### config.mk
export PLATFORM = sky130hd
export DESIGN_NAME = port_c_alternate_function_override
export DESIGN_NICKNAME = d
export VERILOG_FILES = /design/src/port_c_mux_pkg.sv /design/src/pin_override_if.sv /design/src/pin_override_sel.sv /design/src/port_c_alternate_function_override.sv
export SDC_FILE = /design/constraint.sdc
export NUM_CORES = 1
export LEC_CHECK = 0
export BUFFER_PORTS_ARGS = -buffer_cell sky130_fd_sc_hd__buf_4
export CORE_MARGIN = 2
export CORE_UTILIZATION = 32
export DETAILED_ROUTE_END_ITERATION = 10
export HOLD_SLACK_MARGIN = 0.12
export PLACE_DENSITY = 0.81
export SLEW_MARGIN = 10
export SYNTH_ARGS = -nofsm -noshare
export SYNTH_HDL_FRONTEND = slang
export SYNTH_SLANG_ARGS = --single-unit
### constraint.sdc
create_clock -name core_clk -period 0.98 [get_ports core_clk]
set_clock_uncertainty 0.15 [all_clocks]
set_input_delay 0.196 -clock core_clk [delete_from_list [all_inputs] [get_ports core_clk]]
set_output_delay 0.196 -clock core_clk [all_outputs]
set_load 0.02 [all_outputs]
### src/port_c_mux_pkg.sv
// Constants shared by the port C alternate-function override logic.
package port_c_mux_pkg;
  localparam int PORT_WIDTH = 8;
  localparam int BIT_EXT_IRQ = 0;
  localparam int BIT_SS_ALT = 1;
  localparam int BIT_T0 = 2;
  localparam int BIT_T1 = 3;
  localparam int BIT_DAC = 7;
  localparam int ADC_LO_BIT = 4;
  localparam int ADC_HI_BIT = 6;
  localparam int PCI_LO_BIT = 0;
  localparam int PCI_COUNT = 4;
  localparam logic [PORT_WIDTH-1:0] PORT_ZERO = 8'h00;
endpackage

### src/pin_override_if.sv
// Override-enable and override-value bundle for one port.
`timescale 1ns/1ps
interface pin_override_if;
  import port_c_mux_pkg::*;
  logic [PORT_WIDTH-1:0] pullup_override_en;
  logic [PORT_WIDTH-1:0] pullup_override_val;
  logic [PORT_WIDTH-1:0] direction_override_en;
  logic [PORT_WIDTH-1:0] direction_override_val;
  logic [PORT_WIDTH-1:0] out_value_override_en;
  logic [PORT_WIDTH-1:0] out_value_override_val;
  logic [PORT_WIDTH-1:0] dig_in_en_override_en;
  logic [PORT_WIDTH-1:0] dig_in_en_override_val;
  modport src (output pullup_override_en, pullup_override_val, direction_override_en,
    direction_override_val, out_value_override_en, out_value_override_val,
    dig_in_en_override_en, dig_in_en_override_val);
  modport sel (input pullup_override_en, pullup_override_val, direction_override_en,
    direction_override_val, out_value_override_en, out_value_override_val,
    dig_in_en_override_en, dig_in_en_override_val);
endinterface

### src/pin_override_sel.sv
// Per-pin selection between register settings and peripheral overrides.
`timescale 1ns/1ps
module pin_override_sel
  import port_c_mux_pkg::*;
(
  pin_override_if.sel ovr,
  input wire logic [PORT_WIDTH-1:0] reg_pullup,
  input wire logic [PORT_WIDTH-1:0] reg_direction,
  input wire logic [PORT_WIDTH-1:0] reg_out_value,
  input wire logic [PORT_WIDTH-1:0] reg_dig_in_en,
  output logic [PORT_WIDTH-1:0] pin_pullup,
  output logic [PORT_WIDTH-1:0] direction,
  output logic [PORT_WIDTH-1:0] out_value,
  output logic [PORT_WIDTH-1:0] dig_in_en
);
  for (genvar i = 0; i < PORT_WIDTH; i++) begin : g_pin
    assign pin_pullup[i] = ovr.pullup_override_en[i] ?
      ovr.pullup_override_val[i] : reg_pullup[i];
    assign direction[i] = ovr.direction_override_en[i] ?
      ovr.direction_override_val[i] : reg_direction[i];
    assign out_value[i] = ovr.out_value_override_en[i] ?
      ovr.out_value_override_val[i] : reg_out_value[i];
    assign dig_in_en[i] = ovr.dig_in_en_override_en[i] ?
      ovr.dig_in_en_override_val[i] : reg_dig_in_en[i];
  end
endmodule

### src/port_c_alternate_function_override.sv
// Port C alternate-function override logic with the port D bit 0 slave-select control.
// Functional notes
// - Port C bit 3 clocks timer 1.
// - Port C bit 2 clocks timer 0.
// - Port C bit 3 is timer 1 capture.
// - Drive timer 1 compare-B onto bit 1.
// - SPI slave on the alternate pin set forces slave-select pin input.
// - Slave SPI active while select held low.
// - SPI master leaves select direction to register.
// - Forced input keeps pull-up via output bit.
// - Port C bit 0 feeds external interrupt 3.
// - Bits 0..3 raise pin-change lines 8..11.
// - DAC and ADC bits disable digital inputs.
// - Power stage 1A drives bit 0 output.
// - Compare-B overrides bit 1 value only.
`timescale 1ns/1ps
module port_c_alternate_function_override
  import port_c_mux_pkg::*;
(
  // Clock and reset.
  input wire logic core_clk,
  input wire logic reset,

  // Port C pins and register settings.
  input wire logic [PORT_WIDTH-1:0] port_c_pins_in,
  input wire logic [PORT_WIDTH-1:0] port_c_pullup_reg,
  input wire logic [PORT_WIDTH-1:0] port_c_direction_reg,
  input wire logic [PORT_WIDTH-1:0] port_c_out_reg,
  input wire logic [PORT_WIDTH-1:0] port_c_dig_in_en_reg,

  // Port D bit 0 register settings.
  input wire logic port_d_bit0_direction,
  input wire logic port_d_bit0_out_reg,
  input wire logic port_d_bit0_pullup_reg,

  // SPI mode and pin set controls.
  input wire logic spi_enable,
  input wire logic spi_master,
  input wire logic spi_alt_pins_sel,

  // Peripheral override requests.
  input wire logic timer1_compare_b_out,
  input wire logic timer1_compare_b_out_en,
  input wire logic power_stage_out_1a_en,
  input wire logic power_stage_out_1a_val,
  input wire logic external_irq_3_en,
  input wire logic dac_output_enable,
  input wire logic [ADC_HI_BIT:ADC_LO_BIT] analog_dig_in_off,

  // Effective port C pin settings.
  output logic [PORT_WIDTH-1:0] port_c_pullup,
  output logic [PORT_WIDTH-1:0] port_c_direction,
  output logic [PORT_WIDTH-1:0] port_c_out_value,
  output logic [PORT_WIDTH-1:0] port_c_dig_in_en,

  // Port D bit 0 pin controls.
  output logic port_d_bit0_pin_direction,
  output logic port_d_bit0_pin_pullup,

  // Pin levels handed to the peripherals.
  output logic timer1_ext_count_in,
  output logic timer0_ext_count_in,
  output logic timer1_alt_capture_in,
  output logic power_stage_input_1,
  output logic spi_alt_slave_select_n,
  output logic spi_slave_active,
  output logic external_irq_3,
  output logic [PCI_COUNT-1:0] pin_change_lines_8_to_11
);
  pin_override_if ovr();

  // Pin synchroniser and registered copies.
  logic [PORT_WIDTH-1:0] pin_meta_q;
  logic [PORT_WIDTH-1:0] pin_sync_q;
  logic [PORT_WIDTH-1:0] pin_gated_d;
  logic [PORT_WIDTH-1:0] pin_c_q;

  // Pin-change detection state.
  logic [PORT_WIDTH-1:0] pin_prev_q;
  logic [PORT_WIDTH-1:0] pin_seen_q;
  logic [PCI_COUNT-1:0] pin_change_d;
  logic [PCI_COUNT-1:0] pin_change_q;

  // Alternate slave-select decode.
  logic spi_slave_mode;
  logic ss_alt_level;

  // True while the SPI runs as a slave on the alternate pin set.
  function automatic logic slave_on_alt(input logic en, input logic mst, input logic alt);
    return en & ~mst & alt;
  endfunction

  // Pins are asynchronous to the core clock, so two stages come first.
  always_ff @(posedge core_clk) begin
    if (reset) begin
      pin_meta_q <= PORT_ZERO;
    end else begin
      pin_meta_q <= port_c_pins_in;
    end
  end

  // The second stage is the only reader of the first.
  always_ff @(posedge core_clk) begin
    if (reset) begin
      pin_sync_q <= PORT_ZERO;
    end else begin
      pin_sync_q <= pin_meta_q;
    end
  end

  // A pin whose digital input is switched off reads as 0 at the timers, PSC, SPI and interrupt 3, but not at change detection.
  for (genvar i = 0; i < PORT_WIDTH; i++) begin : g_pin_gate
    assign pin_gated_d[i] = pin_sync_q[i] & port_c_dig_in_en[i];
  end

  // Registered levels feed the timers, PSC, SPI and interrupt 3.
  always_ff @(posedge core_clk) begin
    if (reset) begin
      pin_c_q <= PORT_ZERO;
    end else begin
      pin_c_q <= pin_gated_d;
    end
  end

  // Change detection masks only the first cycle after reset, while both compared stages still hold 0; a pin already high then counts as a change.
  always_ff @(posedge core_clk) begin
    if (reset) begin
      pin_prev_q <= PORT_ZERO;
      pin_seen_q <= PORT_ZERO;
    end else begin
      pin_prev_q <= pin_sync_q;
      pin_seen_q <= ~PORT_ZERO;
    end
  end

  // Each of bits 0 to 3 has its own change line, in ascending order.
  for (genvar i = 0; i < PCI_COUNT; i++) begin : g_pin_change
    assign pin_change_d[i] = (pin_sync_q[PCI_LO_BIT + i] ^ pin_prev_q[PCI_LO_BIT + i])
      & pin_seen_q[PCI_LO_BIT + i];
  end

  // The change pulse stands for one cycle.
  always_ff @(posedge core_clk) begin
    if (reset) begin
      pin_change_q <= '0;
    end else begin
      pin_change_q <= pin_change_d;
    end
  end

  // Timer, PSC, SPI and interrupt 3 inputs take the registered, gated pin levels; change lines come from ungated levels.
  assign pin_change_lines_8_to_11 = pin_change_q;
  assign timer1_ext_count_in = pin_c_q[BIT_T1];
  assign timer0_ext_count_in = pin_c_q[BIT_T0];
  assign timer1_alt_capture_in = pin_c_q[BIT_T1];
  assign external_irq_3 = pin_c_q[BIT_EXT_IRQ];
  assign ss_alt_level = pin_c_q[BIT_SS_ALT];
  assign power_stage_input_1 = ss_alt_level;

  // Slave select idles high while alternate pins are not selected.
  assign spi_alt_slave_select_n = spi_alt_pins_sel ? ss_alt_level : 1'b1;
  assign spi_slave_mode = slave_on_alt(spi_enable, spi_master, spi_alt_pins_sel);
  assign spi_slave_active = spi_slave_mode & ~spi_alt_slave_select_n;

  // Port D bit 0 direction: slave on the alternate pin set forces input, master leaves register in charge.
  assign port_d_bit0_pin_direction = spi_slave_mode ?
    1'b0 : port_d_bit0_direction;
  // Forced input keeps pull-up under the output register bit.
  assign port_d_bit0_pin_pullup = spi_slave_mode ?
    port_d_bit0_out_reg : port_d_bit0_pullup_reg;

  // Override bundle; pins not named here keep their register settings.
  always_comb begin
    ovr.pullup_override_en = PORT_ZERO;
    ovr.pullup_override_val = PORT_ZERO;
  end

  // DAC forces bit 7 to input; power stage 1A forces bit 0 to output.
  always_comb begin
    ovr.direction_override_en = PORT_ZERO;
    ovr.direction_override_val = PORT_ZERO;
    ovr.direction_override_en[BIT_DAC] = dac_output_enable;
    ovr.direction_override_en[BIT_EXT_IRQ] = power_stage_out_1a_en;
    ovr.direction_override_val[BIT_EXT_IRQ] = 1'b1;
  end

  // Compare-B drives bit 1 and power stage 1A drives bit 0.
  always_comb begin
    ovr.out_value_override_en = PORT_ZERO;
    ovr.out_value_override_val = PORT_ZERO;
    ovr.out_value_override_en[BIT_SS_ALT] = timer1_compare_b_out_en;
    ovr.out_value_override_val[BIT_SS_ALT] = timer1_compare_b_out;
    ovr.out_value_override_en[BIT_EXT_IRQ] = power_stage_out_1a_en;
    ovr.out_value_override_val[BIT_EXT_IRQ] = power_stage_out_1a_val;
  end

  // Analog functions switch digital inputs off; interrupt 3 keeps bit 0 on.
  always_comb begin
    ovr.dig_in_en_override_en = PORT_ZERO;
    ovr.dig_in_en_override_val = PORT_ZERO;
    ovr.dig_in_en_override_en[BIT_DAC] = dac_output_enable;
    ovr.dig_in_en_override_en[ADC_HI_BIT:ADC_LO_BIT] = analog_dig_in_off;
    ovr.dig_in_en_override_en[BIT_EXT_IRQ] = external_irq_3_en;
    ovr.dig_in_en_override_val[BIT_EXT_IRQ] = external_irq_3_en;
  end

  pin_override_sel u_sel (
    .ovr(ovr.sel),
    .reg_pullup(port_c_pullup_reg),
    .reg_direction(port_c_direction_reg),
    .reg_out_value(port_c_out_reg),
    .reg_dig_in_en(port_c_dig_in_en_reg),
    .pin_pullup(port_c_pullup),
    .direction(port_c_direction),
    .out_value(port_c_out_value),
    .dig_in_en(port_c_dig_in_en)
  );
endmodule

; Word-level counts from Yosys, hierarchy flattened
; Index checks and enable logic that the tools add are counted.
[classes]
n_mux = 13
bitwise = 17
[op_table]
columns = op, n
row1 = two-way mux 1 bit, 12
row2 = AND 1 bit, 11
row3 = two-way mux 4 bit, 1
row4 = XOR 1 bit, 4
row5 = inverter 1 bit, 2
[word_totals]
ff_bits = 24
inputBits = 57
output_inout_bits = 45
wordCells = 36

; Depth between registers and ports, before layout
; Gate-level depths: netlist of run 1.
[logic_depth]
word_depth = 4
depth_mapped = 3
depth_no_buf = 2

; Cells and area by module
; Synthesis of run 1 repeated with hierarchy kept, for this count alone.
[unflattened]
cells_unflattened = 88
hier_area_um2 = 1127.3
[modules_own_cells]
columns = module, instances, cells_per_inst, area_each_um2, seq_area_each_um2
row1 = port_c_alternate_function_override, 1, 56, 646.9, 420.4
row2 = pin_override_sel, 1, 32, 480.5, 0.0

; Worst setup path before layout of run 1
; No wires, ideal clock.
[synth_timing]
path_type = register to output
startpoint = register pin_c_q[1]
endpoint = output port spi_slave_active
arrival_ns = 1.208
t_required_ns = 0.634
slack_ns = -0.574
path_stages_with_launch = 3
n_path_buf = 0
cell_sequence = dfxtp_1 > nand2b_1 > nor3b_1
[synth_between]
elab_chain_len = 3
[synth_lines]
columns = element, line_no
row1 = from (decl), port_c_alternate_function_override.sv:76  ; logic [PORT_WIDTH-1:0] pin_c_q;
row2 = from (signal assigned), port_c_alternate_function_override.sv:121  ; pin_c_q <= pin_gated_d;
row3 = two-way mux 1 bit, port_c_alternate_function_override.sv:161  ; assign spi_alt_slave_select_n = spi_alt_pins_sel ? ss_alt_level : 1'b1;
row4 = named net spi_alt_slave_select_n, port_c_alternate_function_override.sv:65  ; output logic spi_alt_slave_select_n,
row5 = inverter 1 bit, port_c_alternate_function_override.sv:163  ; assign spi_slave_active = spi_slave_mode & ~spi_alt_slave_select_n;
row6 = AND 1 bit, port_c_alternate_function_override.sv:163
row7 = to (decl), port_c_alternate_function_override.sv:66  ; output logic spi_slave_active,
; The timed path passes the listed nets, and every way through them passes these cells.

; Worst setup path after layout of run 1
[layout_timing]
startpoint = register pin_c_q[1]
endpoint = output port spi_slave_active
[layout_between]
elab_chain_len = 3
[layout_lines]
columns = element, line_no
row1 = two-way mux 1 bit, port_c_alternate_function_override.sv:161
row2 = inverter 1 bit, port_c_alternate_function_override.sv:163
row3 = AND 1 bit, port_c_alternate_function_override.sv:163
; No other way between the ends.

==> reports/qor.txt, run 1 <==
commonest non-fill, non-tap cell in the layout - buf_4
pre-CTS worst setup slack - -0.275 ns
Post-Place Cells - 150
routed vias/inst - 4.22
fin crit share - 146%
Clock Path Buffers - 2
drt wl/cell - 11.6 um
Cell variety after synth - 15
Initial Utilization - 34.5%
Max Cap Viol - 0
WHS Path Cells - 2
Period minus WS final - 1.43 ns
post-route setup TNS - -2.80 ns
grt total ovfl - 0
die height - 56.4 um
first drt pass iteration count - 3
largest net degree at the start of global routing - 15
arrival time at the worst endpoint - 1.09 ns
Yosys reg bits - 21
via total after detailed routing - 701
Startpoint Class - flip-flop
Port Buffer Count - 57
initial antenna violation count - 0
CP endpoint kind - primary output
CTS tree - yes
Post-DRT Antenna Nets - 0
root buffer cell - clkbuf_4
most frequent cells in the layout - buf_4 (40), buf_6 (23), nor2b_1 (17), dfxtp_1 (13)
Crit path depth - 3
DP HPWL - 1320 um
Max-slew headroom - 90.3%
worst-skew pair later-pin latency - 0.30 ns
CTS H-Tree Depth - 1
Post-Syn Instances - 86
gpl congestion - 0.595
Initial DRC Count - 7
Routed WL - 1930 um
buffers and inverters on the worst path - 1
synthesized area - 878 sq um
Die Wd - 56.4 um
area grow syn2layout - 64.5%
Mapped Nets - 143
DRC viols - 0
CTS Buf Count - 3
hold slack - 0.000687 ns
cts hold-fix bufs - 8
max incr delay on CP - 0.33 ns
Worst Max-Slew Pin Slew - 0.146 ns
DP Area - 1190 sq um
first-pass GRT wire length - 3000 um
Top Family by Delay on Critical Path - flip-flops
I/O pin count - 102
global-route usage over all layers - 11.9%
Mean Syn Cell Area - 10.2 sq um
post-layout instance area - 1450 sq um
post-synth top area share - 47.9%
FF-to-FF path depth - 2
critical setup path kind - reg -> out
register area - 430 sq um
area leader, netlist - dfxtp_1
DIE AREA - 3180 sq um
maximum vdd drop - 1060 uV
pwr dens - 1170 nW/um^2
Hold Crit Class - in -> reg
share of cells above drive strength 1 - 61.8%
status - finished with violations
Multi-input gate area - 307 sq um
Yosys warning total - 0
leading post-synthesis cells by cell area - dfxtp_1 (48%), buf_4 (21%), nor2b_1 (12%)
Fillers - 239
final setup fails - 17
static leakage - 0.682 nW
Max Fclk - 698 MHz
row cnt - 18
Clock transition at path regs - 0.12 ns
Core Box Area - 2540 sq um
violated checks - setup timing
CTS Sinks - 21
diode count - 0
critical-path cell list - nand2b_4 > nor3b_4 > buf_6
unrepaired setup endpoints after global routing - yes
Non-Filler Instances - 166
fin. max-slew vios - 0
sequential area share after synthesis - 47.9%
CP max stage cell - dfxtp_2
setup ws final - -0.453 ns
overall power - 1.70 mW
Layout Utilization - 56.8%
vias in the first global route - 765
Final Hold Viols - 0
Worst Path Max Fanout - 2
Nets - 194
CP Data Required Time - 0.63 ns
==> worst reg2reg max path: stages, from the launching register on <==
cell     delay (ns)
dfxtp_1        0.36
nor2b_1        0.18
and2_1         0.14
==> power breakdown <==
group / internal [mW] / total (mW) / switching (mW)
logic: 0.251 / 0.391 / 0.140
registers: 0.884 / 0.896 / 0.0124
clock network: 0.152 / 0.409 / 0.257
total: 1.29 / 1.70 / 0.409
==> routing by layer <==
metal / up-vias / track usage (%) / wire length (um) / part of all wire, %
met1: 304 / 9.19 / 545 / 28
met4: 0 / 8.16 / 50 / 2.6
met5: - / 0 / 0 / 0
met3: 12 / 3.46 / 196 / 10
met2: 47 / 24.4 / 1130 / 59
li1: 338 / - / - / -
==> cell families after synthesis <==
kind of cell,synth area share (%)
buffers and inverters,21.5
xor gates and xnor gates,3.99
and+or+nand+nor,22.8
DFF,47.9
muxes,3.85
==> cell type report <==
| class | instances | area share, % |
|---|---|---|
| flip-flops and latches | 21 | 29.8 |
| well taps | 30 | 2.60 |
| clock buffers | 3 | 1.56 |
| inverters | 1 | 0.260 |
| clock inverters | 1 | 0.346 |
| repair buffers | 71 | 44.2 |
| multi-input cells | 39 | 21.2 |
==> final timing paths <==
check | endpoint | slack, ns | start
worst min register to register | pin_sync_q[1] | 0.30 | pin_meta_q[1]
worst max register to register | pin_c_q[2] | 0.11 | pin_sync_q[2]
worst max-delay path | spi_slave_active | -0.45 | pin_c_q[1]
worst min-delay path | pin_meta_q[2] | 0.0007 | reset
==> flip-flops by register name, summed over array words and instances (netlist names) <==
register / flops
pin_c_q: 4
pin_prev_q: 4
pin_seen_q: 1
pin_meta_q: 4
pin_change_lines_8_to_11: 4
pin_sync_q: 4
==> cell usage after synthesis (all sizes together) <==
master	n
mux2	3
nor3b	1
dfxtp	21
nand3b	1
or2	2
and2	5
nor2	4
xnor2	4
inv	1
nor2b	17
buf	25
nand2b	2
==> repair_timing <==
item / in CTS / in global routing
endpoints found under the setup margin: 17 / 17
resized for setup: 36 / 0
hold endpoints to repair: 17 / 13
buffers inserted: 3 / 1
pin swaps: 3 / 0
(Power assumes the default switching activity.)
==> run 2: changes to the inputs <==
--- a/config.mk
+++ b/config.mk
@@ -5,12 +5,14 @@
 export SDC_FILE = /design/constraint.sdc
 export NUM_CORES = 1
 export LEC_CHECK = 0
+export ABC_AREA = 1
 export BUFFER_PORTS_ARGS = -buffer_cell sky130_fd_sc_hd__buf_4
 export CORE_MARGIN = 2
-export CORE_UTILIZATION = 32
+export CORE_UTILIZATION = 34
 export DETAILED_ROUTE_END_ITERATION = 10
 export HOLD_SLACK_MARGIN = 0.12
-export PLACE_DENSITY = 0.81
+export PLACE_DENSITY = 0.83
+export RECOVER_POWER = 25
 export SLEW_MARGIN = 10
 export SYNTH_ARGS = -nofsm -noshare
 export SYNTH_HDL_FRONTEND = slang
==> run 2 against run 1 <==
Against the previous run: hold slack gained 0.11 ns; die area up 0.27%; setup slack improved by 0.22 ns; count of clock-buffer cells in the layout rose by 1; sequential cell count unchanged; the flow still finishes with violations (setup timing).
==> reports/qor.txt, run 2 <==
violated checks - setup timing
commonest non-fill, non-tap cell in the layout - buf_4
most frequent cells in the layout - buf_4 (40), nor2_1 (25), inv_1 (20), buf_6 (18), dfxtp_1 (13)
fin. max-slew vios - 0 (unchanged)
Fillers - 275 (+15%)
Core Box Area - 2690 sq um (+5.6%)
sequential area share after synthesis - 44.9% (-2.9 points)
cell with the most instances after synthesis - nor2_1
Synth top cells by count - nor2_1 (27), buf_4 (24), inv_1 (22)
Final Hold Viols - 0 (unchanged)
Yosys warning total - 0 (unchanged)
static leakage - 0.715 nW (+4.8%)
Port Buffer Count - 57 (unchanged)
setup ws final - -0.237 ns (+0.216 ns)
DIE AREA - 3190 sq um (+0.27%)
critical setup path kind - reg -> out
I/O pin count - 102 (unchanged)
asr flop ratio synth - 0% (unchanged)
register area - 433 sq um (+0.58%)
Period minus WS final - 1.22 ns (-0.216 ns)
CTS tree - yes
pwr dens - 1160 nW/um^2 (-1.4%)
via total after detailed routing - 812 (+16%)
DRC viols - 0 (unchanged)
CTS Sinks - 21 (unchanged)
maximum vdd drop - 1040 uV (-1.8%)
FF-to-FF path depth - 3 (+1)
share of cells above drive strength 1 - 50.9% (-11 points)
Reg2Reg Launch Point - pin_sync_q[3]
Mapped Nets - 180 (+26%)
die height - 56.5 um (+0.13%)
number of enable flip-flop cells after synthesis - 0 (unchanged)
sequential share of power - 54.2% (+1.4 points)
global-route usage over all layers - 11.9% (-0.062 points)
P_int - 1.25 mW (-2.6%)
Worst Max-Slew Pin Slew - 0.388 ns (+0.242 ns)
cts hold-fix bufs - 7 (-1)
Compound-Gate Fraction of Synth Area - 1.07% (+1.1 points)
crit path launch - pin_c_q[1]
Cell variety after synth - 14 (-1)
arrival time at the worst endpoint - 0.87 ns (-0.22 ns)
largest family of logic cells by synthesized area - buffers and inverters
largest net degree at the start of global routing - 18 (+3)
diode count - 0 (unchanged)
first drt pass iteration count - 2 (-1)
Initial Utilization - 34.8% (+0.33 points)
Critical Path End - spi_alt_slave_select_n
post-synthesis mux area share - 0% (-3.8 points)
status - finished with violations
drt wl/cell - 9.36 um (-19%)
post-synthesis simple-gate area fraction - 22.9% (+0.069 points)
Multi-input gate area - 263 sq um (-14%)
area leader, netlist - dfxtp_1
Post-Syn Instances - 123 (+43%)
Yosys reg bits - 21 (unchanged)
Initial DRC Count - 7 (unchanged)
vias in the first global route - 749 (-2.1%)
WHS Path Cells - 4 (+2)
Worst R2R End - pin_change_lines_8_to_11[3]
CTS H-Tree Depth - 1 (unchanged)
Startpoint Class - flip-flop
Mean Syn Cell Area - 7.61 sq um (-25%)
predominant post-synthesis flop cell - dfxtp_1
row cnt - 19 (+1)
worst-skew pair later-pin latency - 0.28 ns (-0.02 ns)
Worst Path Max Fanout - 3 (+1)
CTS Buf Count - 3 (unchanged)
overall power - 1.65 mW (-2.4%)
Clock transition at path regs - 0.10 ns (-0.02 ns)
Sw Pwr - 0.401 mW (-2.0%)
post-CTS setup buffer count - 0 (-3)
area grow syn2layout - 52.8%
sw frac - 24.2% (+0.11 points)
Post-Synth Adder-Cell Area - 0% (unchanged)
root buffer cell - clkbuf_4
unrepaired setup endpoints after global routing - yes
CP Data Required Time - 0.63 ns (about the same)
XOR/XNOR Fraction of Synth Area - 0% (-4.0 points)
fin crit share - 124% (-22 points)
final setup fails - 15 (-2)
Max Cap Viol - 0 (unchanged)
Post-DRT Antenna Nets - 0 (unchanged)
Clock Path Buffers - 2 (unchanged)
routed vias/inst - 4.10 (-2.9%)
Hold Crit Class - in -> reg
initial antenna violation count - 0 (unchanged)
post-route setup TNS - -1.58 ns (+1.22 ns)
first-pass GRT wire length - 2990 um (-0.47%)
DP HPWL - 1400 um (+6.2%)
clock share of power - 23.1% (-1.0 points)
Routed WL - 1850 um (-3.8%)
grt total ovfl - 0 (unchanged)
gpl congestion - 0.636 (+7.0%)
Nets - 225 (+16%)
Die Wd - 56.5 um (+0.13%)
Max-slew headroom - 74.1% (-16 points)
CP endpoint kind - primary output
R2R Setup Slk - 0.15 ns (+0.04 ns)
combinational power share - 22.7% (-0.3 points)
post-synth top area share - 44.9% (-2.9 points)
Max Fclk - 822 MHz (+18%)
leading post-synthesis cells by cell area - dfxtp_1 (45%), buf_4 (19%), nor2_1 (11%)
synthesized area - 936 sq um (+6.6%)
run 2: changes by cell type after synthesis, moves of 3 or more:
cell     delta
and2_1      -4
nor2_1     +23
nand2_1    +12
nor2_2      +3
nor2b_1    -17
nand3_1     +5
xnor2_1     -4
inv_1      +21
run 2: through the flow:
stage | hold WS, ns | area [sq um] | std cells | utilization (%) | setup slack, ns
after floorplan | 0.153 | 940 | 123 | - | 0.0391
after global placement | 0.239 | 1220 | 187 | 45.4 | -0.167
after detailed placement | 0.242 | 1220 | 187 | 45.4 | -0.176
after CTS | 0.0448 | 1420 | 198 | 52.7 | -0.268
after global routing | 0.111 | 1430 | 198 | 53.2 | -0.280
final | 0.112 | 1430 | 198 | 53.2 | -0.237
run 2: worst min path at each step:
stage / from / end
final: port_c_dig_in_en_reg[0] / pin_c_q[0]
after global routing: port_c_dig_in_en_reg[0] / pin_c_q[0]
after CTS: reset / pin_seen_q[2]
after detailed placement: port_c_direction_reg[6] / port_c_direction[6]
after global placement: pin_meta_q[3] / pin_sync_q[3]
after floorplan: port_c_pins_in[0] / pin_meta_q[0]
run 2: timing repair:
| action | 4_1_cts | 5_1_grt |
|---|---|---|
| gates resized for setup | 32 | 7 |
| endpoints found under the setup margin | 15 | 16 |
| pin swaps | 3 | 3 |
| gates cloned | 0 | 0 |
| hold endpoints to repair | 17 | 17 |
run 2: layout make-up:
cell class,count,share of cell area [%]
clock buffer,4,1.84
inverter,23,6.39
multi-input combinational,53,18.4
sequential,21,30.3
tap,31,2.71
timing repair buffer,66,40.4
run 2: layer usage:
layer,share of wire [%],up-vias,GRT usage [%]
li1,-,419,-
met1,29,350,10.1
met2,57,37,23.8
met3,11,6,3.92
met4,2.1,0,5.78
met5,0,-,0
run 2: kinds of logic after synthesis:
kind of cell | Yosys count
flops | 21
simple gates | 51
buf+inv | 49
compound gates | 2
run 2: power by group through the flow:
stage               logic [mW]  registers [mW]  clock network [mW]
floorplan                0.260           0.923                   0
global placement         0.310           0.916                   0
detailed placement       0.316           0.917                   0
CTS                      0.372           0.900               0.409
global route             0.405           0.901               0.434
finish                   0.375           0.897               0.382
run 2: critical path, cell delays in order, from the launching register on:
cell and delay [ns]:
dfxtp_4 0.38, inv_2 0.05, nand2_2 0.04, buf_6 0.12
